===== src/core/apd_defs.svh =====
`ifndef APD_DEFS_SVH
`define APD_DEFS_SVH
// Field positions in the first power control register
`define APD_BIT_ENABLE 1
`define APD_BIT_TURBO_OFF 3
`define APD_BIT_ARRAY_CLK_OFF 4
`define APD_BIT_MCELL_CLK_OFF 5
// Field positions in the blocking register
`define APD_BIT_BLK_CNTL0 2
`define APD_BIT_BLK_CNTL1 3
`define APD_BIT_BLK_CNTL2 4
`define APD_BIT_BLK_STROBE 5
`define APD_BIT_BLK_DBE 6
// Power-up value of both control registers
`define APD_REG_RESET 8'h00
// Idle periods before power-down
`define APD_IDLE_LIMIT 4'hF
`define APD_CNT_ZERO 4'h0
`define APD_CNT_ONE 4'h1
`endif


===== src/core/apd_pkg.sv =====
package apd_pkg;
  typedef enum logic [0:0] {
    APD_ST_NORMAL = 1'b0,
    APD_ST_DOWN = 1'b1
  } apd_mode_e;

  // Gated MCU signals toward the logic arrays
  typedef struct packed {
    logic cntl0;
    logic cntl1;
    logic cntl2;
    logic strobe;
    logic dbe;
    logic array_clk;
    logic mcell_clk;
  } apd_gate_s;

  // Memory and port power controls
  typedef struct packed {
    logic bus_block;
    logic mem_select;
    logic io_select;
    logic mem_standby;
    logic data_port_tristate;
    logic turbo_off;
  } apd_power_s;
endpackage : apd_pkg


===== src/core/apd_unit.sv =====
`timescale 1ns/1ps
`include "apd_defs.svh"
module apd_unit
  import apd_pkg::*;
(
  input wire logic clk_i,
  input wire logic srst_i,
  input wire logic por_i,
  input wire logic strobe_pin_i,
  input wire logic clock_pin_i,
  input wire logic select_pin_n_i,
  input wire logic device_reset_i,
  input wire logic cntl0_i,
  input wire logic cntl1_i,
  input wire logic cntl2_i,
  input wire logic dbe_i,
  input wire logic reg_we_first_i,
  input wire logic reg_we_block_i,
  input wire logic [7:0] reg_wdata_i,
  output logic [7:0] power_ctrl_reg_first_o,
  output logic [7:0] power_ctrl_block_o,
  output logic power_down_flag_o,
  output apd_gate_s gate_o,
  output apd_power_s power_o
);
  // State layout, all held in one registered struct:
  // - two-stage synchronisers for the strobe, logic clock, select and reset pins
  // - one stage for the MCU control lines, which only feed the array gates
  // - previous synchronised levels for the strobe and logic clock edge detectors
  // - the first control register and the blocking register
  // - the power-down mode and the registered gate and power outputs
  // The control registers share the struct but have their own reset policy,
  // so the register process below clears them on power-up only.
  // Limitation: the logic clock pin must run much slower than clk_i,
  // otherwise its rising edges are lost in the synchroniser.
  // Limitation: a strobe faster than half the clk_i rate aliases and may
  // look idle; the host bus strobe is far slower in practice.
  typedef struct packed {
    logic [1:0] strobe_sync;
    logic [1:0] clock_sync;
    logic [1:0] select_sync;
    logic [1:0] reset_sync;
    logic [3:0] ctl_sync;
    logic strobe_prev;
    logic clock_prev;
    logic [7:0] reg_first;
    logic [7:0] reg_block;
    apd_mode_e mode;
    apd_gate_s gate;
    apd_power_s power;
  } apd_state_s;

  apd_state_s st_r;
  apd_state_s st_nxt;
  logic strobe_act;
  logic clock_tick;
  logic idle_expired;
  logic unit_on;

  // Either edge of the strobe counts as activity, so a strobe parked
  // high or low after the host stops both read as idle.
  // The detector starts from the reset level of its synchroniser,
  // so no false edge follows reset.
  // Edge of a synchronised level, read only after the second stage
  function automatic logic apd_edge(input logic now_v, input logic prev_v);
    apd_edge = now_v ^ prev_v;
  endfunction : apd_edge

  assign strobe_act = apd_edge(st_r.strobe_sync[1], st_r.strobe_prev);
  // Rising edges of the logic clock pin mark one period
  assign clock_tick = st_r.clock_sync[1] && !st_r.clock_prev;
  assign unit_on = st_r.reg_first[`APD_BIT_ENABLE];

  // The counter is a separate module so its saturation and expiry rules
  // can be read on their own.
  // It is cleared whenever the unit is disabled, so re-enabling always
  // starts a fresh idle count of fifteen periods.
  // Counter sees the raw clock tick, independent of the array clock blocking bits
  apd_idle_counter u_idle (
    .clk_i(clk_i),
    .srst_i(srst_i),
    .run_i(unit_on),
    .activity_i(strobe_act),
    .tick_i(clock_tick),
    .expired_o(idle_expired)
  );

  always_comb begin
    st_nxt = st_r;
    // Two-flop synchronisers for every pin except the control lines, which get one flop
    st_nxt.strobe_sync = {st_r.strobe_sync[0], strobe_pin_i};
    st_nxt.clock_sync = {st_r.clock_sync[0], clock_pin_i};
    st_nxt.select_sync = {st_r.select_sync[0], select_pin_n_i};
    st_nxt.reset_sync = {st_r.reset_sync[0], device_reset_i};
    st_nxt.ctl_sync = {cntl0_i, cntl1_i, cntl2_i, dbe_i};
    st_nxt.strobe_prev = st_r.strobe_sync[1];
    st_nxt.clock_prev = st_r.clock_sync[1];
    // Writes accepted at any time except during power-up clear
    if (reg_we_first_i) begin
      st_nxt.reg_first = reg_wdata_i;
    end
    if (reg_we_block_i) begin
      st_nxt.reg_block = reg_wdata_i;
    end
    // Mode control; select and reset wakes win over expiry, a strobe edge in the same cycle does not
    // The counter holds its terminal count while the strobe stays quiet.
    // Without the extra terms below, a wake by select or reset would be
    // followed by re-entry on the next cycle and the flag would toggle.
    // Entry therefore also needs the same wake causes to be absent,
    // so the device stays awake for as long as select is low or reset high.
    unique case (st_r.mode)
      APD_ST_NORMAL: begin
        if (unit_on && idle_expired && st_r.select_sync[1] &&
            !st_r.reset_sync[1]) begin
          st_nxt.mode = APD_ST_DOWN;
        end
      end
      APD_ST_DOWN: begin
        if (strobe_act) begin
          st_nxt.mode = APD_ST_NORMAL;
        end else if (!st_r.select_sync[1] || st_r.reset_sync[1] || !unit_on) begin
          st_nxt.mode = APD_ST_NORMAL;
        end
      end
    endcase
    // The arrays stay active in power-down so their outputs can change
    // without a wake-up delay; only the strobe is cut, since it belongs
    // to the blocked MCU bus.
    // Blocking bits can be set before power-down to save array power.
    // Array inputs gated by blocking bits, clocks by first register bits; only the strobe also by power-down
    st_nxt.gate.cntl0 = st_r.ctl_sync[3] && !st_r.reg_block[`APD_BIT_BLK_CNTL0];
    st_nxt.gate.cntl1 = st_r.ctl_sync[2] && !st_r.reg_block[`APD_BIT_BLK_CNTL1];
    st_nxt.gate.cntl2 = st_r.ctl_sync[1] && !st_r.reg_block[`APD_BIT_BLK_CNTL2];
    st_nxt.gate.dbe = st_r.ctl_sync[0] && !st_r.reg_block[`APD_BIT_BLK_DBE];
    st_nxt.gate.strobe = st_r.strobe_sync[1] &&
                         !st_r.reg_block[`APD_BIT_BLK_STROBE] &&
                         (st_r.mode == APD_ST_NORMAL);
    st_nxt.gate.array_clk = st_r.clock_sync[1] &&
                            !st_r.reg_first[`APD_BIT_ARRAY_CLK_OFF];
    st_nxt.gate.mcell_clk = st_r.clock_sync[1] &&
                            !st_r.reg_first[`APD_BIT_MCELL_CLK_OFF];
    // Select high turns memories and I/O ports off but keeps the arrays up.
    // Power-down deselects the memories internally even while select is low
    // for the one cycle before the wake takes effect.
    // Only the data port floats in power-down; io_select follows select alone.
    // Memory, register block and port controls
    st_nxt.power.bus_block = (st_r.mode == APD_ST_DOWN);
    st_nxt.power.mem_select = (st_r.mode == APD_ST_NORMAL) &&
                              !st_r.select_sync[1];
    st_nxt.power.io_select = !st_r.select_sync[1];
    // Standby in power-down and whenever deselected
    st_nxt.power.mem_standby = (st_r.mode == APD_ST_DOWN) ||
                               st_r.select_sync[1];
    st_nxt.power.data_port_tristate = (st_r.mode == APD_ST_DOWN);
    // Turbo follows its bit alone, so power-down leaves logic timing untouched
    st_nxt.power.turbo_off = st_r.reg_first[`APD_BIT_TURBO_OFF];
  end

  // Power-up clear presets the select synchroniser to the deselected level,
  // so memories do not see a false select in the first cycles.
  // The system reset keeps the synchronisers and registers running, which
  // lets writes made during reset land and avoids a false edge on release.
  // Mode, gates and power outputs return to their idle values.
  // Control registers clear on power-up only; device reset does not touch them
  always_ff @(posedge clk_i) begin
    if (por_i) begin
      st_r <= '0;
      st_r.reg_first <= `APD_REG_RESET;
      st_r.reg_block <= `APD_REG_RESET;
      st_r.select_sync <= 2'h3;
      st_r.power.io_select <= 1'b0;
    end else if (srst_i) begin
      st_r.mode <= APD_ST_NORMAL;
      st_r.reg_first <= st_nxt.reg_first;
      st_r.reg_block <= st_nxt.reg_block;
      st_r.strobe_sync <= st_nxt.strobe_sync;
      st_r.clock_sync <= st_nxt.clock_sync;
      st_r.select_sync <= st_nxt.select_sync;
      st_r.reset_sync <= st_nxt.reset_sync;
      st_r.ctl_sync <= st_nxt.ctl_sync;
      st_r.strobe_prev <= st_nxt.strobe_prev;
      st_r.clock_prev <= st_nxt.clock_prev;
      st_r.gate <= '0;
      st_r.power <= '0;
    end else begin
      st_r <= st_nxt;
    end
  end

  // Every output is a register field; no logic sits between flop and port.
  // Latched address outputs are not produced here; their level in
  // power-down is left undefined by the port logic.
  // Pins in I/O or logic-output function are not driven here and keep their level
  assign power_ctrl_reg_first_o = st_r.reg_first;
  assign power_ctrl_block_o = st_r.reg_block;
  assign power_down_flag_o = (st_r.mode == APD_ST_DOWN);
  assign gate_o = st_r.gate;
  assign power_o = st_r.power;
endmodule : apd_unit


===== src/core/apd_idle_counter.sv =====
`timescale 1ns/1ps
`include "apd_defs.svh"
// Four-bit idle counter advanced by logic clock periods
module apd_idle_counter
  import apd_pkg::*;
(
  input wire logic clk_i,
  input wire logic srst_i,
  input wire logic run_i,
  input wire logic activity_i,
  input wire logic tick_i,
  output logic expired_o
);
  typedef struct packed {
    logic [3:0] cnt;
    logic expired;
  } apd_cnt_s;

  apd_cnt_s st_r;
  apd_cnt_s st_nxt;

  // Clear on activity, count ticks, saturate at the limit
  always_comb begin
    st_nxt = st_r;
    if (!run_i || activity_i) begin
      st_nxt.cnt = `APD_CNT_ZERO;
    end else if (tick_i && st_r.cnt != `APD_IDLE_LIMIT) begin
      st_nxt.cnt = st_r.cnt + `APD_CNT_ONE;
    end
    st_nxt.expired = run_i && !activity_i &&
                     (st_nxt.cnt == `APD_IDLE_LIMIT);
  end

  always_ff @(posedge clk_i) begin
    if (srst_i) begin
      st_r <= '0;
    end else begin
      st_r <= st_nxt;
    end
  end

  assign expired_o = st_r.expired;
endmodule : apd_idle_counter


===== config.mk =====
export PLATFORM = sky130hd
export DESIGN_NAME = apd_unit
export DESIGN_NICKNAME = d
export VERILOG_FILES = /design/src/core/apd_pkg.sv /design/src/core/apd_unit.sv /design/src/core/apd_idle_counter.sv
export VERILOG_INCLUDE_DIRS = /design/src /design/src/core
export SDC_FILE = /design/constraint.sdc
export NUM_CORES = 1
export LEC_CHECK = 0
export BUFFER_PORTS_ARGS = -buffer_cell sky130_fd_sc_hd__clkbuf_2
export CORE_MARGIN = 2
export CORE_UTILIZATION = 46
export CTS_CLUSTER_SIZE = 12
export DETAILED_ROUTE_END_ITERATION = 16
export PLACE_DENSITY = 0.75
export SKIP_CTS_REPAIR_TIMING = 1
export SLEW_MARGIN = 25
export SYNTH_ARGS = -nofsm -noshare
export SYNTH_HDL_FRONTEND = slang
export SYNTH_HIERARCHICAL = 1
export SYNTH_SLANG_ARGS = --single-unit

===== constraint.sdc =====
create_clock -name clk_i -period 1.5 [get_ports clk_i]
set_input_delay 0.075 -clock clk_i [delete_from_list [all_inputs] [get_ports clk_i]]
set_output_delay 0.075 -clock clk_i [all_outputs]
set_load 0.01 [all_outputs]

# Word level (Yosys, flattened, before mapping)
# Index checks and enable logic that the tools add are counted.
[word_totals] out_inout_bits=30 ff_bits=48 inputBits=21 wordCells=70
[classes] n_eq_ne=2 reduce_logical=33 mux=8 add_sub_neg=1 bitwise=2
[op_table] op="1-bit logical AND" count=16
[op_table] op="8-bit two-way mux" count=2
[op_table] op="1-bit zero test" count=12
[op_table] op="4-bit two-way mux" count=2
[op_table] op="4-bit by 1-bit adder with 4-bit output (second input constant)" count=1
[op_table] op="4-bit == test (second input constant)" count=1
[op_table] op="1-bit logical OR" count=4
[op_table] op="4-bit inequality test (second input constant)" count=1
[op_table] op="1-bit two-way mux" count=3
[op_table] op="1-bit case mux with 2 select lines" count=1
[op_table] op="2-bit OR reduction" count=1
[op_table] op="1-bit NOT" count=1
[op_table] op="1-bit bitwise XOR" count=1

# Logic depth before layout (Yosys ltp)
[depth] ltp_word=7 ltp_mapped=4 ltp_nobuf=4

# Modules after synthesis
# The synthesis kept the hierarchy.
[modules_own_cells] module="apd_unit" seq_area_each_um2=860.8 area_per_inst_um2=1564.0 instances=1 cells_each=146
[modules_own_cells] module="apd_idle_counter" seq_area_each_um2=100.1 area_per_inst_um2=255.2 instances=1 cells_each=27

# Least setup slack after synthesis
# OpenSTA, ideal clock, no wires.
[synth_path] kind="register -> register" start="register st_r (netlist bit st_nxt[31])" end="register u_idle.st_r (netlist bit u_idle/expired_o)" path_stages_with_launch=5 t_arrival_ps=1386 slack_ps=35 t_required_ps=1421 n_path_buf=0 period_less_slack_ps=1465 setup_ps=79 cell_sequence="dfxtp_1 xor2_1 or3b_4 or3_4 a211oi_2"
[synth_between] elab_chain_len=5 elab_cells_between_ends=7 classes_between="eq/ne (1); mux (1); bitwise (1); reduce/logical (4)"
[synth_lines] element="from (decl)" line_no="apd_unit.sv:53" source="apd_state_s st_r;"
[synth_lines] element="from (signal assigned)" line_no="apd_unit.sv:186" source="st_r <= st_nxt;"
[synth_lines] element="1-bit bitwise XOR (*)" line_no="apd_unit.sv:66" source="apd_edge = now_v ^ prev_v;"
[synth_lines] element="net strobe_act" line_no="apd_unit.sv:55" source="logic strobe_act;"
[synth_lines] element="1-bit logical OR" line_no="apd_idle_counter.sv:25" source="if (!run_i || activity_i) begin"
[synth_lines] element="4-bit two-way mux" line_no="apd_idle_counter.sv:25"
[synth_lines] element="4-bit == test (no source line)"
[synth_lines] element="1-bit logical AND (*)" line_no="apd_idle_counter.sv:30" source="st_nxt.expired = run_i && !activity_i &&"
[synth_lines] element="to (signal assigned)" line_no="apd_idle_counter.sv:38" source="st_r <= st_nxt;"
[synth_lines] element="to (decl)" line_no="apd_idle_counter.sv:19" source="apd_cnt_s st_r;"
# The timed path passes the listed nets; every way through them passes the cells marked *.
# A chain may end at the register's enable or synchronous reset.

# Final worst setup path
[layout_path] start="register st_r[31] in the netlist's numbering" end="register u_idle.st_r (netlist bit u_idle/expired_o)"
# Same word-level chain as after synthesis.

==> results by group <==
Synthesis
  • Yosys top cell by area: dfxtp_1
  • Syn_area_per_cell: 10.5 sq um
  • Adder and majority cell fraction of the synthesized area: 0.00688
  • Cells after synthesis: 173
  • Unique cell type count in the Yosys netlist: 31
  • Post-synthesis compound-gate area fraction: 0.0248
  • Sequential-to-total area share from yosys stat: 0.528
  • Syn. warnings: 6
  • Mux share of post-synthesis cell area: 0.0990
  • Post-Syn Area: 1820 sq um
  • FF+latch count, synth: 48
  • Largest family of logic cells by synthesized area: simple AND/OR/NAND/NOR gates
  • Syn nets: 195
  • Post-Synth Simple-Gate Area: 0.193
  • Ranking of synthesized cells by area: dfxtp_1 53%, buf_4 12%, mux2i_1 9.9%
  • Yosys top cell area share: 0.528
  • Post-synthesis xor/xnor area fraction: 0.00481

Layout
  • Diodes inserted: 0
  • Fin nets: 226
  • Finished Core Util: 0.549
  • Area grow syn2layout: 12.9%
  • Layout cells sized above 1: 0.346
  • Filler cells: 362
  • Final cell count without fillers: 253

Routing
  • DRC: 0
  • DRT Wirelength: 3070 microns
  • Drt first pass iters: 4
  • Via density: 4.69
  • Via Count: 1187
  • WL/cell: 12.1 microns
  • Initial DRC Count: 34
  • Routed Antenna Nets: 0

CTS
  • TritonCTS clock tree: built
  • Clock buffer depth: 2
  • Worst-path clk slew: 0.08 ns
  • H-tree Lvls: 2
  • TritonCTS buffer count: 5
  • Sink Count: 48
  • Clock Root Buffer: clkbuf_8
  • Worst-Skew Late Latency: 0.30 ns

Timing
  • RSZ-0062 raised after global routing: yes
  • Worst-margin pin slew: 0.349 ns
  • Min cycle time layout: 1.53 ns
  • Fmax: 0.653 GHz
  • Setup TNS Final: -0.0314 ns
  • Final hold viol count: 4
  • Worst Skew: 0.00684 ns
  • Final Worst Setup Slack: -0.0314 ns
  • Final setup fails: 1
  • Slew HR: 0.767
  • Final Slew Violations: 0
  • WHS: -0.00652 ns
  • Crit share post-route: 1.02

Status
  • Status: finished, violations left
  • Failing checks: negative hold slack, negative setup slack

Place
  • Detailed Place HPWL: 2210 microns
  • Dpl cells: 240
  • IO buf count: 50
  • Gpl congestion: 0.750

Global route
  • Initial antenna violation count: 0
  • Gr ovfl total: 0
  • Vias in the first global route: 1060
  • First-pass GRT wire length: 4620 microns
  • Largest net degree at the start of global routing: 19
  • Total Routing Usage GR: 0.143

Floorplanning
  • Die Wd: 66.9 microns
  • Die ar.: 4470 sq um
  • IO Pins: 51
  • Initial Util: 0.486
  • Area of the core: 3740 sq um
  • Die Ht: 66.9 microns
  • Std-Cell Rows: 22

Hold path
  • Hold Crit Class: in -> reg
  • WHS Path Cells: 2

Setup path
  • Critical path endpoint category: register
  • Crit start category: register
  • Critical Path AT: 1.76 ns
  • CP Max Fanout: 2
  • Crit path kind: reg -> reg
  • Cells on worst reg2reg path: 4
  • Crit path required time: 1.73 ns

Pwr
  • Pwr dens: 1120 nW/um^2
  • Leakage power: 0.958 nW
  • Worst IR Drop VDD: 0.608 mV

Run
  • Max cap viols: 0
[path summary, 6_finish.rpt]
check | endpoint | from | slack [ns]
setup reg to reg | u_idle/expired_o | st_r[31] | -0.03
setup / recovery | u_idle/expired_o | st_r[31] | -0.03
hold reg to reg | power_down_flag_o | st_r[37] | 0.38
hold / removal | st_nxt[43] | strobe_pin_i | -0.007
[cells by family (layout without fill, tap and decap cells)]
group | count (synthesis) | after routing
AND/OR/NAND/NOR | 60 | 60
flip-flops | 48 | 48
buffers and inverters | 38 | 70
multiplexers | 18 | 18
AO/OA/AOI/OAI | 7 | 7
adder cells (fa/ha/maj) | 1 | 1
XOR/XNOR | 1 | 1
[flip-flops by register name, summed over array words and instances (netlist names)]
register and count:
power_ctrl_block_o 8, power_ctrl_reg_first_o 8, st_r 8, gate_o 7, st_nxt 6, power_o 5
u_idle/st_r 4, power_down_flag_o 1, u_idle/expired_o 1
[layout by cell type (no fill, tap or decap), types with 2 or more instances in the layout]
cell,synthesis,final
or2_2,2,2
o21ai_0,2,2
a21oi_1,3,3
clkbuf_8,0,6
buf_4,29,6
dfxtp_1,48,46
and2_1,2,2
inv_1,3,3
mux2i_1,18,18
clkbuf_2,0,50
clkbuf_1,3,2
dlygate4sd3_1,0,3
nand3_1,3,3
nor2_1,23,23
dfxtp_2,0,2
nor2b_1,13,13
nor3b_1,5,5
[final cells by class]
cell class,count,area [sq um],area share
Sequential cell,48,963,0.469
Multi-Input combinational cell,87,604,0.294
Timing Repair Buffer,59,325,0.158
Clock buffer,8,90.1,0.0438
Tap cell,48,60.1,0.0292
Inverter,3,11.3,0.00548
[through the flow]
| step | hold WS, ns | setup WS (ns) | cell area (sq um) | total power [mW] |
|---|---|---|---|---|
| after global placement | 0.262 | 0.0427 | 1910 | 1.56 |
| after global routing | 0.00335 | -0.0644 | 2050 | 2.39 |
| after CTS | -0.0535 | -0.0122 | 2000 | 2.32 |
| after floorplan | 0.179 | 0.0348 | 1820 | 1.52 |
| after detailed placement | 0.259 | 0.00404 | 1910 | 1.56 |
| final | -0.00652 | -0.0314 | 2050 | 2.31 |
[Yosys cell counts]
| library cell | instances |
|---|---|
| a211oi_2 | 1 |
| and3_1 | 1 |
| and2_1 | 2 |
| nand2b_1 | 1 |
| and4b_1 | 1 |
| nor4b_4 | 1 |
| a21oi_1 | 3 |
| mux2i_1 | 18 |
| nand4_1 | 1 |
| nor3_1 | 1 |
| buf_6 | 1 |
| or3b_4 | 1 |
| or2_2 | 2 |
| or3_4 | 1 |
| buf_4 | 29 |
| nand2_1 | 1 |
| nor3b_1 | 5 |
| ha_1 | 1 |
| dfxtp_1 | 48 |
| nor2b_1 | 13 |
| nand4b_1 | 1 |
| nor2_1 | 23 |
| or3_1 | 1 |
| buf_2 | 2 |
| o211ai_1 | 1 |
| o21ai_0 | 2 |
| inv_1 | 3 |
| nand3_1 | 3 |
| or2_1 | 1 |
| xor2_1 | 1 |
| clkbuf_1 | 3 |
[worst max-delay path, cell delays in order, from the launching register on]
cell and delay [ns]:
dfxtp_2 0.34, xor2_2 0.18, or3b_4 0.38, or3_4 0.38, a211oi_2 0.18
[metal layers]
metal	vias up	GRT usage	share of wire
met5	-	0	0
met1	537	0.180	0.46
met2	45	0.210	0.45
li1	599	-	-
met4	0	0.0612	0.018
met3	6	0.0642	0.071
[report_power, final]
| group | internal, mW | total (mW) | leakage [nW] | switching (mW) |
|---|---|---|---|---|
| registers | 1.32 | 1.35 | 0.395 | 0.0271 |
| logic | 0.0970 | 0.190 | 0.518 | 0.0934 |
| clock network | 0.376 | 0.768 | 0.0455 | 0.392 |
No activity file was read; power rests on OpenSTA's default activity.
